`config.mk`:
```
export PLATFORM = sky130hd
export DESIGN_NAME = servo_resp_framer
export DESIGN_NICKNAME = d
export VERILOG_FILES = /design/src/common/servo_resp_pkg.sv /design/src/logic/resp_byte_builder.sv /design/src/logic/servo_resp_framer.sv
export SDC_FILE = /design/constraint.sdc
export NUM_CORES = 1
export LEC_CHECK = 0
export BUFFER_PORTS_ARGS = -buffer_cell sky130_fd_sc_hd__buf_2
export CAP_MARGIN = 20
export CORE_MARGIN = 2
export CORE_UTILIZATION = 40
export DETAILED_ROUTE_END_ITERATION = 10
export GPL_TIMING_DRIVEN = 0
export PLACE_DENSITY_LB_ADDON = 0.15
export SLEW_MARGIN = 25
export SYNTH_ARGS = -nofsm -noshare
export SYNTH_HDL_FRONTEND = slang
export SYNTH_SLANG_ARGS = --single-unit
```
`constraint.sdc`:
```
create_clock -name pclk -period 1.4 [get_ports pclk]
set_input_delay 0.14 -clock pclk [delete_from_list [all_inputs] [get_ports pclk]]
set_output_delay 0.14 -clock pclk [all_outputs]
set_load 0.01 [all_outputs]
```
`src/common/servo_resp_pkg.sv`:
```
package servo_resp_pkg;

  // Bus geometry
  localparam int          APB_AW          = 12;
  localparam int          APB_DW          = 32;

  // Register byte offsets
  localparam logic [11:0] OFF_CTRL        = 12'h000;
  localparam logic [11:0] OFF_FLAGS       = 12'h004;
  localparam logic [11:0] OFF_IRQ_STATUS  = 12'h008;
  localparam logic [11:0] OFF_IRQ_ENABLE  = 12'h00c;
  localparam logic [11:0] OFF_IRQ_CLEAR   = 12'h010;
  localparam logic [11:0] OFF_WARN_CLEAR  = 12'h014;

  // Control and warning clear register fields
  localparam int          CTRL_HOLD_BIT   = 0;
  localparam int          CTRL_WLATCH_BIT = 1;
  localparam int          CTRL_TQSEL_BIT  = 2;
  localparam int          WCLR_BIT        = 0;

  // Flags register layout
  localparam int          FLG_STATUS_LSB  = 0;
  localparam int          FLG_HEADER_LSB  = 8;
  localparam int          FLG_NODE_LSB    = 16;

  // Response header layout, byte 0
  localparam int          HDR_MARKER_BIT  = 7;
  localparam int          ECHO_LSB        = 5;
  localparam int          ECHO_W          = 2;
  localparam int          NODE_W          = 5;
  localparam logic        RESP_MARKER     = 1'b1;

  // Response status layout, byte 2
  localparam int          ST_ENERGIZED    = 7;
  localparam int          ST_ARMABLE      = 6;
  localparam int          ST_ALARM        = 5;
  localparam int          ST_WARNING      = 4;
  localparam int          ST_TORQUE_CLAMP = 3;
  localparam int          ST_HOME_FOUND   = 2;
  localparam int          ST_MOTION_MAINS = 1;
  localparam int          ST_TARGET_REACH = 0;

  // Interrupt sources
  localparam int          IRQ_W           = 4;
  localparam int          IRQ_ALARM       = 0;
  localparam int          IRQ_WARN        = 1;
  localparam int          IRQ_HOME        = 2;
  localparam int          IRQ_FRAME       = 3;

  // Reset values
  localparam logic [7:0]  HDR_RESET       = 8'h00;
  localparam logic [7:0]  STATUS_RESET    = 8'h00;
  localparam logic [31:0] RDATA_RESET     = 32'h0000_0000;

endpackage : servo_resp_pkg

```
`src/logic/resp_byte_builder.sv`:
```
`timescale 1ns/1ps
module resp_byte_builder
  import servo_resp_pkg::*;
(
  // Clock and reset
  input  wire logic              pclk,
  input  wire logic              presetn,
  // Frame request
  input  wire logic              frame_tick,
  input  wire logic [ECHO_W-1:0] update_count,
  input  wire logic [NODE_W-1:0] node_address_field,
  input  wire logic [7:0]        status_flags,
  // Response bytes
  output logic      [7:0]        resp_header,
  output logic      [7:0]        resp_status,
  output logic                   resp_valid
);

  typedef struct packed {
    logic [7:0] header;
    logic [7:0] status;
    logic       valid;
  } build_t;

  build_t s_q;
  build_t s_d;

  // Next response image, taken once per communication cycle
  always_comb begin
    s_d       = s_q;
    s_d.valid = frame_tick;
    if (frame_tick) begin
      // header byte layout
      s_d.header[HDR_MARKER_BIT]             = RESP_MARKER;  // response marker
      // counter echo copied
      s_d.header[ECHO_LSB +: ECHO_W]         = update_count;
      s_d.header[NODE_W-1:0]                 = node_address_field;
      // refreshed every frame
      s_d.status                             = status_flags;
    end
  end

  // State register
  always_ff @(posedge pclk or negedge presetn) begin
    if (!presetn) begin
      s_q <= '{header: HDR_RESET, status: STATUS_RESET, valid: 1'b0};
    end else begin
      s_q <= s_d;
    end
  end

  assign resp_header = s_q.header;
  assign resp_status = s_q.status;
  assign resp_valid  = s_q.valid;

endmodule : resp_byte_builder

```
`src/logic/servo_resp_framer.sv`:
```
// Decided for this implementation: the APB slave port and the register offsets.
`timescale 1ns/1ps
// Contract
// Header byte 0: marker bit 7, counter echo middle, node address low five bits.
// Marker bit is always 1 in every response frame.
// Counter echo field copies the master update counter of the command.
// Master compares returned echo with its sent counter to confirm reception.
// Node address is the rotary switch value taken at power-up, not echoed.
// Status byte 2 holds eight flags, bit 7 energized down to target reached.
// Energized flag is 1 while motor is energized in servo-on.
// Energized flag reads off during dynamic-brake deceleration.
// With hold option set, energized stays off until commands are accepted.
// Armable only when mains up, no alarm, and synchronized, all together.
// Alarm flag is 1 whenever an alarm is present.
// Warning flag is 1 whenever a warning is present.
// Warning flag latches or follows live condition per latch setup.
// Torque clamp flag is 1 while the torque command is limited.
// In torque mode, clamp condition comes from the torque output setup.
// Home found sets on homing done, holds, clears on homing command.
// Header and status bytes refresh with current values every cycle.
module servo_resp_framer
  import servo_resp_pkg::*;
(
  // APB slave
  input  wire logic              pclk,
  input  wire logic              presetn,
  input  wire logic              psel,
  input  wire logic              penable,
  input  wire logic              pwrite,
  input  wire logic [APB_AW-1:0] paddr,
  input  wire logic [APB_DW-1:0] pwdata,
  output logic      [APB_DW-1:0] prdata,
  output logic                   pready,
  output logic                   pslverr,
  // Command frame side
  input  wire logic              frame_tick,
  input  wire logic [ECHO_W-1:0] cmd_update_counter,
  input  wire logic [NODE_W-1:0] rotary_address_switch,
  // Drive conditions
  input  wire logic              motor_energized,
  input  wire logic              dyn_brake_decel,
  input  wire logic              cmd_accept_ready,
  input  wire logic              main_power_ok,
  input  wire logic              alarm_active,
  input  wire logic              sync_ok,
  input  wire logic              warning_active,
  input  wire logic              torque_limit_active,
  input  wire logic              torque_ctrl_mode,
  input  wire logic              torque_limit_setup_cond,
  input  wire logic              homing_done,
  input  wire logic              homing_cmd,
  input  wire logic              motion_or_mains_loss_flag,
  input  wire logic              target_reached,
  // Response bytes
  output logic      [7:0]        resp_header,
  output logic      [7:0]        resp_status,
  output logic                   resp_valid,
  // Interrupt
  output logic                   irq
);

  typedef struct packed {
    logic              addr_taken;
    logic [NODE_W-1:0] addr;
    logic              hold_en;
    logic              warn_latch_en;
    logic              torque_out_sel;
    logic              warn;
    logic              home;
    logic              alarm_prev;
    logic              warn_prev;
    logic [IRQ_W-1:0]  irq_st;
    logic [IRQ_W-1:0]  irq_en;
    logic [APB_DW-1:0] prdata;
  } state_t;

  state_t s_q;
  state_t s_d;

  // Address compare used by read and write decode
  function automatic logic hit(input logic [APB_AW-1:0] a, input logic [APB_AW-1:0] off);
    hit = (a == off);
  endfunction : hit

  // Whole map decode
  function automatic logic mapped(input logic [APB_AW-1:0] a);
    mapped = hit(a, OFF_CTRL) || hit(a, OFF_FLAGS) || hit(a, OFF_IRQ_STATUS) ||
             hit(a, OFF_IRQ_ENABLE) || hit(a, OFF_IRQ_CLEAR) || hit(a, OFF_WARN_CLEAR);
  endfunction : mapped

  logic       access;
  logic       wr_en;
  logic       rd_setup;
  logic       warn_clr;
  logic [IRQ_W-1:0] irq_clr;
  logic [IRQ_W-1:0] irq_ev;
  logic       energized;
  logic       armable;
  logic       warn_flag;
  logic       clamp_flag;
  logic [7:0] flags;
  logic [7:0] hdr_live;

  // Bus phases; zero wait states
  assign access   = psel && penable;
  assign wr_en    = access && pwrite;
  assign rd_setup = psel && !penable && !pwrite;
  assign warn_clr = wr_en && hit(paddr, OFF_WARN_CLEAR) && pwdata[WCLR_BIT];
  assign irq_clr  = (wr_en && hit(paddr, OFF_IRQ_CLEAR)) ? pwdata[IRQ_W-1:0] : '0;

  // energized while servo-on
  // dynamic braking reads as off
  // optional hold until commands accepted
  assign energized = motor_energized && !dyn_brake_decel && !(s_q.hold_en && !cmd_accept_ready);

  // all three conditions together
  assign armable = main_power_ok && !alarm_active && sync_ok;

  // live warning always shown
  // latched copy adds when enabled
  assign warn_flag = warning_active || s_q.warn;

  // clamp while limited
  // torque mode uses setup condition
  assign clamp_flag = (torque_ctrl_mode && s_q.torque_out_sel) ? torque_limit_setup_cond
                                                               : torque_limit_active;

  // status byte layout
  always_comb begin
    flags                  = '0;
    flags[ST_ENERGIZED]    = energized;
    flags[ST_ARMABLE]      = armable;
    flags[ST_ALARM]        = alarm_active;  // live alarm
    flags[ST_WARNING]      = warn_flag;
    flags[ST_TORQUE_CLAMP] = clamp_flag;
    flags[ST_HOME_FOUND]   = s_q.home;
    flags[ST_MOTION_MAINS] = motion_or_mains_loss_flag;
    flags[ST_TARGET_REACH] = target_reached;
  end

  // Header image for register readback
  always_comb begin
    hdr_live                         = '0;
    hdr_live[HDR_MARKER_BIT]         = RESP_MARKER;
    hdr_live[ECHO_LSB +: ECHO_W]     = cmd_update_counter;
    hdr_live[NODE_W-1:0]             = s_q.addr;
  end

  // Interrupt events
  always_comb begin
    irq_ev            = '0;
    irq_ev[IRQ_ALARM] = alarm_active && !s_q.alarm_prev;
    irq_ev[IRQ_WARN]  = warn_flag && !s_q.warn_prev;
    irq_ev[IRQ_HOME]  = homing_done;
    irq_ev[IRQ_FRAME] = frame_tick;
  end

  // Next state
  always_comb begin
    s_d            = s_q;
    s_d.alarm_prev = alarm_active;
    s_d.warn_prev  = warn_flag;
    // switch captured once after reset release
    if (!s_q.addr_taken) begin
      s_d.addr       = rotary_address_switch;
      s_d.addr_taken = 1'b1;
    end
    // latch holds until cleared, set wins
    s_d.warn = s_q.warn_latch_en && (warning_active || (s_q.warn && !warn_clr));
    // sticky home, set wins over clear
    s_d.home = homing_done || (s_q.home && !homing_cmd);
    // Sticky interrupt status, set wins
    s_d.irq_st = irq_ev | (s_q.irq_st & ~irq_clr);
    // Register writes
    if (wr_en && hit(paddr, OFF_CTRL)) begin
      s_d.hold_en        = pwdata[CTRL_HOLD_BIT];
      s_d.warn_latch_en  = pwdata[CTRL_WLATCH_BIT];
      s_d.torque_out_sel = pwdata[CTRL_TQSEL_BIT];
    end
    if (wr_en && hit(paddr, OFF_IRQ_ENABLE)) begin
      s_d.irq_en = pwdata[IRQ_W-1:0];
    end
    // Read data captured in setup phase
    if (rd_setup) begin
      s_d.prdata = '0;
      if (hit(paddr, OFF_CTRL)) begin
        s_d.prdata[CTRL_HOLD_BIT]   = s_q.hold_en;
        s_d.prdata[CTRL_WLATCH_BIT] = s_q.warn_latch_en;
        s_d.prdata[CTRL_TQSEL_BIT]  = s_q.torque_out_sel;
      end else if (hit(paddr, OFF_FLAGS)) begin
        s_d.prdata[FLG_STATUS_LSB +: 8]      = flags;
        s_d.prdata[FLG_HEADER_LSB +: 8]      = hdr_live;
        s_d.prdata[FLG_NODE_LSB +: NODE_W]   = s_q.addr;
      end else if (hit(paddr, OFF_IRQ_STATUS)) begin
        s_d.prdata[IRQ_W-1:0] = s_q.irq_st;
      end else if (hit(paddr, OFF_IRQ_ENABLE)) begin
        s_d.prdata[IRQ_W-1:0] = s_q.irq_en;
      end
    end
  end

  // State register
  always_ff @(posedge pclk or negedge presetn) begin
    if (!presetn) begin
      s_q <= '{addr_taken: 1'b0, addr: '0, hold_en: 1'b0, warn_latch_en: 1'b0,
               torque_out_sel: 1'b0, warn: 1'b0, home: 1'b0, alarm_prev: 1'b0,
               warn_prev: 1'b0, irq_st: '0, irq_en: '0, prdata: RDATA_RESET};
    end else begin
      s_q <= s_d;
    end
  end

  // Bus answers
  assign prdata  = s_q.prdata;
  assign pready  = 1'b1;
  assign pslverr = access && !mapped(paddr);
  assign irq     = |(s_q.irq_st & s_q.irq_en);

  // frame byte builder
  resp_byte_builder u_builder (
    .pclk               (pclk),
    .presetn            (presetn),
    .frame_tick         (frame_tick),
    .update_count       (cmd_update_counter),
    .node_address_field (s_q.addr),
    .status_flags       (flags),
    .resp_header        (resp_header),
    .resp_status        (resp_status),
    .resp_valid         (resp_valid)
  );
endmodule : servo_resp_framer

```
# Word-level counts from Yosys, hierarchy flattened
# Cells that the tools add are included.
[totals] ff_bits=59 latchBits=0 ram_bits=0 romBits=0 in_bits=71 wordCells=74 n_memories=0
[classes] addsub=0 multipliers=0 div_mod_pow=0 magnitude_cmp=0 n_eq_ne=5 shift=0 muxes=8 bitwise_logic=4 n_reduce_logical=42
[op_table] cell="equality test 12 x 4 -> 1 bit, second input constant" count=2
[op_table] cell="equality test 12 x 5 -> 1 bit, second input constant" count=2
[op_table] cell="logical AND 1 bit" count=21
[op_table] cell="2-to-1 mux 18 bit" count=1
[op_table] cell="2-to-1 mux 17 bit" count=1
[op_table] cell="2-to-1 mux 4 bit" count=4
[op_table] cell="equality test 12 x 3 -> 1 bit, second input constant" count=1
[op_table] cell="zero test 12 bit" count=1
[op_table] cell="zero test 1 bit" count=11
[op_table] cell="AND 4 bit" count=2
[op_table] cell="logical OR 1 bit" count=8
[op_table] cell="NOT 4 bit" count=1
[op_table] cell="bitwise OR 4 bit" count=1
[op_table] cell="OR reduction 4 bit" count=1
[op_table] cell="2-to-1 mux 3 bit" count=1
[op_table] cell="2-to-1 mux 1 bit" count=1

# Depth between registers and ports, before layout
[depth] ltp_word=8 depth_mapped=6 depth_no_buf=4

# By module
# Synthesis repeated with hierarchy kept, for this count alone.
[hier_totals] cells_unflattened=199 area_unflattened_um2=2568.7
[by_module_without_submodules] mod="servo_resp_framer" instances=1 cells_per_inst=164 area_per_inst_um2=1903.1 seq_area_each_um2=925.9
[by_module_without_submodules] mod="resp_byte_builder" instances=1 cells_per_inst=35 area_per_inst_um2=665.6 seq_area_each_um2=425.4

# Worst setup path after synthesis
# Ideal clock, no wire load.
[synth_timing] path_type="input to register" from="input port paddr[1]" to="register s_q[32] (netlist name)" setup_time_ps=125 arrival_time_ps=1498 required_ps=1275 setup_slack_ps=-223 path_stages=5 path_cell_list="or4_4 > buf_6 > nor3_1 > and2_1 > mux2_2"
[synth_between] elab_chain_cells=2
[synth_rtl] element="start, declared" line_no="servo_resp_framer.sv:30" text="input wire logic [APB_AW-1:0] paddr,"
[synth_rtl] element="equality test 12 x 4 -> 1 bit" line_no="servo_resp_framer.sv:82" text="hit = (a == off);"
[synth_rtl] element="logical AND 1 bit" line_no="servo_resp_framer.sv:180" text="if (wr_en && hit(paddr, OFF_IRQ_ENABLE)) begin"
[synth_rtl] element="end signal, assigned" line_no="servo_resp_framer.sv:205" text="s_q <= '{addr_taken: 1'b0, addr: '0, hold_en: 1'b0, warn_latch_en: 1'b0,"
[synth_rtl] element="end, declared" line_no="servo_resp_framer.sv:77" text="state_t s_q;"
# Every way passes these cells.
# A chain may end at the register's enable or synchronous reset.

# Worst setup path after layout
[layout_timing] from="input port paddr[1]" to="output port pslverr"
[layout_between] elab_chain_cells=8
[layout_rtl] element="equality test 12 x 3 -> 1 bit / zero test 12 bit (equally long branches)" line_no="servo_resp_framer.sv:82"
[layout_rtl] element="logical OR 1 bit (3 in series)" line_no="servo_resp_framer.sv:87" text="mapped = hit(a, OFF_CTRL) || hit(a, OFF_FLAGS) || hit(a, OFF_IRQ_STATUS) ||"
[layout_rtl] element="logical OR 1 bit" line_no="servo_resp_framer.sv:88" text="hit(a, OFF_IRQ_ENABLE) || hit(a, OFF_IRQ_CLEAR) || hit(a, OFF_WARN_CLEAR);"
[layout_rtl] element="logical OR 1 bit (*)" line_no="servo_resp_framer.sv:88"
[layout_rtl] element="zero test 1 bit (*)" line_no="servo_resp_framer.sv:216" text="assign pslverr = access && !mapped(paddr);"
[layout_rtl] element="logical AND 1 bit (*)" line_no="servo_resp_framer.sv:216"
[layout_rtl] element="end, declared" line_no="servo_resp_framer.sv:34" text="output logic pslverr,"
# Mark *: on every way between the ends. The rest lies on a longest branch, timed or not.

==> reports/qor.csv <==
metric;value;unit
pin count of the biggest net entering global routing;55;
Final period util;105;%
row cnt;28;
CP Data Required Time;1.26;ns
nets;390;
H-tree Lvls;2;
setup violators final;15;
hold_ws;0.0336;ns
Mapped Cells;208;
antenna fix cells;0;
Avg Inst Size Synth;12.1;µm²
via count;1873;
Boundary Pins;123;
vias in the first global route;1927;
Final min period;1.47;ns
clock power share;28.2;%
Yosys reg bits;54;
met2 wire length;2620;µm
clk_lat worst skew;0.29;ns
Remaining DRCs;0;
failing checks;negative setup slack;
Hold Crit Start;homing_done;
overall die height;83.4;µm
Critical Path Start Type;input port;
status;complete, but fails checks;
Starting Density;41.9;%
TritonCTS Sinks;54;
MaxCap Viol Count;0;
total gr overflow;0;
metal3 WL;274;µm
Worst Skew;0.00816;ns
CP cell instances;buf_6 > or4_4 > nor4_4 > a21oi_1 > buf_2;
critical path's slowest cell;or4_4;
critical path class;input port to output pin;
endpoint of the worst hold path;flags[2]$_DFF_PN0_;
reg2reg start;flags[2]$_DFF_PN0_;
TritonCTS Buffers;5;
fin. max-slew vios;0;
area grow syn2layout;32.9;%
RSZ-0062 raised after global routing;yes;
share of cells above drive strength 1;57.1;%
DP Wirelength;3930;µm
Seq pwr share;58.0;%
worst-case reg-to-reg path depth;3;
FF-to-FF End;prdata[2]$_DFFE_PN0P_;
Pint;2.17;mW
max incr delay on CP;0.57;ns
crit path DAT;1.33;ns
Final WS setup;-0.0735;ns
nature of the critical path endpoint;output pin;
yosys warns;0;
combinational power share;13.7;%
Switch Pwr;701;µW
Final Wtd Congestion;0.779;
synth unique cells;37;
Reg2Reg Setup Slack;0.23;ns
pwr dens;857;nW/µm²
CTS tree;yes;
Least-Margin Pin Slew;0.674;ns
Clock Path Buffers;2;
overall routing resource usage;16.5;%
core area;6030;µm²
first-pass GRT wire length;9270;µm
Vias/cell;4.75;
Worst Path Max Fanout;4;
switching share of power;24.4;%
Slew Limit Headroom;55.1;%
setup tns final;-0.504;ns
Max Fclk;679;MHz
number of detailed-route iterations in the first pass;4;
Leakage Power;1.75;nW
Max Used Layer;met4;
die width;83.4;µm
Post-DP Area;3110;µm²
dpl cells;376;
DIE AREA;6960;µm²
DR iter-0 viols;65;
routed len/inst;13.8;µm
Max VDD drop;0.757;mV
wire length on met1;2510;µm
final non-filler cell total;394;
WL final;5450;µm
Final Hold Fails;0;
dpl ws;-0.458;ns
hold crit path type;input port to flop;
post-synthesis cell area;2520;µm²
hold path cells;2;
antenna violations before repair;0;
port buffer count;82;
Reg clk slew, reported paths;0.09;ns
Routed Antenna Nets;0;
root buffer cell;clkbuf_8;
post-route cell area;3350;µm²
Seq/Total Area, Yosys;53.5;%
## cell type report
type / count / area, µm²
inverters: 3 / 11.3
repair buffers: 95 / 552
fillers: 570 / 2670
multi-input cells: 121 / 977
well taps: 75 / 93.8
plain buffers: 39 / 288
flip-flops and latches: 54 / 1350
clock buffers: 6 / 72.6
clock inverters: 1 / 7.51
## synth_stat cells (all sizes together)
cell | n | area [µm²]
a21o | 3 | 22.5
a21oi | 3 | 15.0
a22o | 10 | 87.6
a22oi | 5 | 37.5
a31oi | 1 | 6.26
and2 | 2 | 12.5
buf | 37 | 279
clkbuf | 4 | 15.0
conb | 2 | 7.51
dfrtp | 54 | 1350
inv | 3 | 11.3
mux2 | 29 | 327
mux2i | 1 | 10.0
mux4 | 1 | 22.5
nand2 | 23 | 86.3
nand4b | 1 | 8.76
nor2 | 6 | 22.5
nor2b | 1 | 6.26
nor3 | 1 | 5.00
nor3b | 1 | 7.51
nor4 | 6 | 73.8
nor4bb | 1 | 10.0
o21ai | 3 | 15.0
o2bb2ai | 1 | 8.76
o31ai | 2 | 15.0
or2 | 1 | 6.26
or3 | 1 | 6.26
or3b | 1 | 8.76
or4 | 2 | 18.8
or4b | 2 | 20.0
## per-layer routing
metal / global-route usage (%) / vias to the layer above
met1: 21.5 / 914
met3: 3.48 / 4
li1: - / 905
met2: 28.3 / 50
met5: 0 / -
met4: 3.67 / 0
## power groups by stage
| stage | Combinational (mW) | Clock [mW] | Sequential, mW |
|---|---|---|---|
| after floorplan | 0.167 | 0 | 1.72 |
| after global routing | 0.435 | 0.921 | 1.68 |
| after global placement | 0.368 | 0 | 1.70 |
| after CTS | 0.392 | 0.847 | 1.67 |
| final | 0.395 | 0.811 | 1.67 |
| after detailed placement | 0.375 | 0 | 1.70 |
## sequential cells by signal (all words and copies together), names as in the netlist
name / count
u_builder.resp_status: 8
prdata: 16
flags: 1
u_builder.resp_valid: 1
s_q: 15
u_builder.resp_header: 8
hdr_live: 5
## what timing repair did
| item | CTS | global route |
|---|---|---|
| pin swaps | 7 | 9 |
| setup buffers | 5 | 5 |
| endpoints found under the hold margin | 55 | 0 |
| endpoints found under the setup margin | 19 | 28 |
| hold buffers | 2 | 0 |
| cloned | 1 | 0 |
| resized for setup | 17 | 5 |
## cell families after synthesis
logic type	share of synthesized area, %
AOI/OAI and AO/OA	8.23
buffers and inverters	12.1
DFF	53.5
muxes	14.2
other	0.298
and+or+nand+nor	11.6
## worst max-delay path: cells and delay by family
kind,cells,cell delay [ns]
simple gates,2,0.86
buf+inv,2,0.24
compound gates,1,0.10
## per-stage QoR
| stage | power (mW) | utilization, % |
|---|---|---|
| after floorplan | 1.89 | - |
| after global placement | 2.07 | 51.5 |
| after detailed placement | 2.07 | 51.6 |
| after CTS | 2.91 | 54.8 |
| after global routing | 3.04 | 55.6 |
| final | 2.87 | 55.6 |
## cell usage in the layout, fill, tap and decap left out, types with 2 or more instances in the layout
cell type,netlist,final
or4_4,1,2
nand2_1,23,22
nor4_4,2,4
buf_4,33,43
a21oi_1,3,3
inv_1,3,3
dfrtp_1,54,54
conb_1,2,13
clkbuf_4,0,2
mux2_2,29,25
clkbuf_8,0,5
nor2_1,6,6
and2_4,0,2
o31ai_1,2,2
buf_6,2,6
o21ai_0,3,3
a22o_1,10,10
or4b_4,0,2
dlygate4sd3_1,0,2
a22oi_1,5,5
buf_2,1,79
mux2_4,0,4
a21o_1,3,3
## worst max-delay path by stage
stage	slack (ns)	cells after the start	to	from
finish	-0.07	5	pslverr	paddr[1]
global route	-0.11	5	pslverr	paddr[1]
CTS	-0.1	5	pslverr	paddr[10]
detailed placement	-0.46	6	prdata[14]$_DFFE_PN0P_	paddr[4]
global placement	-0.45	5	prdata[6]$_DFFE_PN0P_	paddr[4]
floorplan	-0.12	3	s_q[44]$_DFFE_PN0P_	paddr[4]
(Power assumes the default switching activity.)
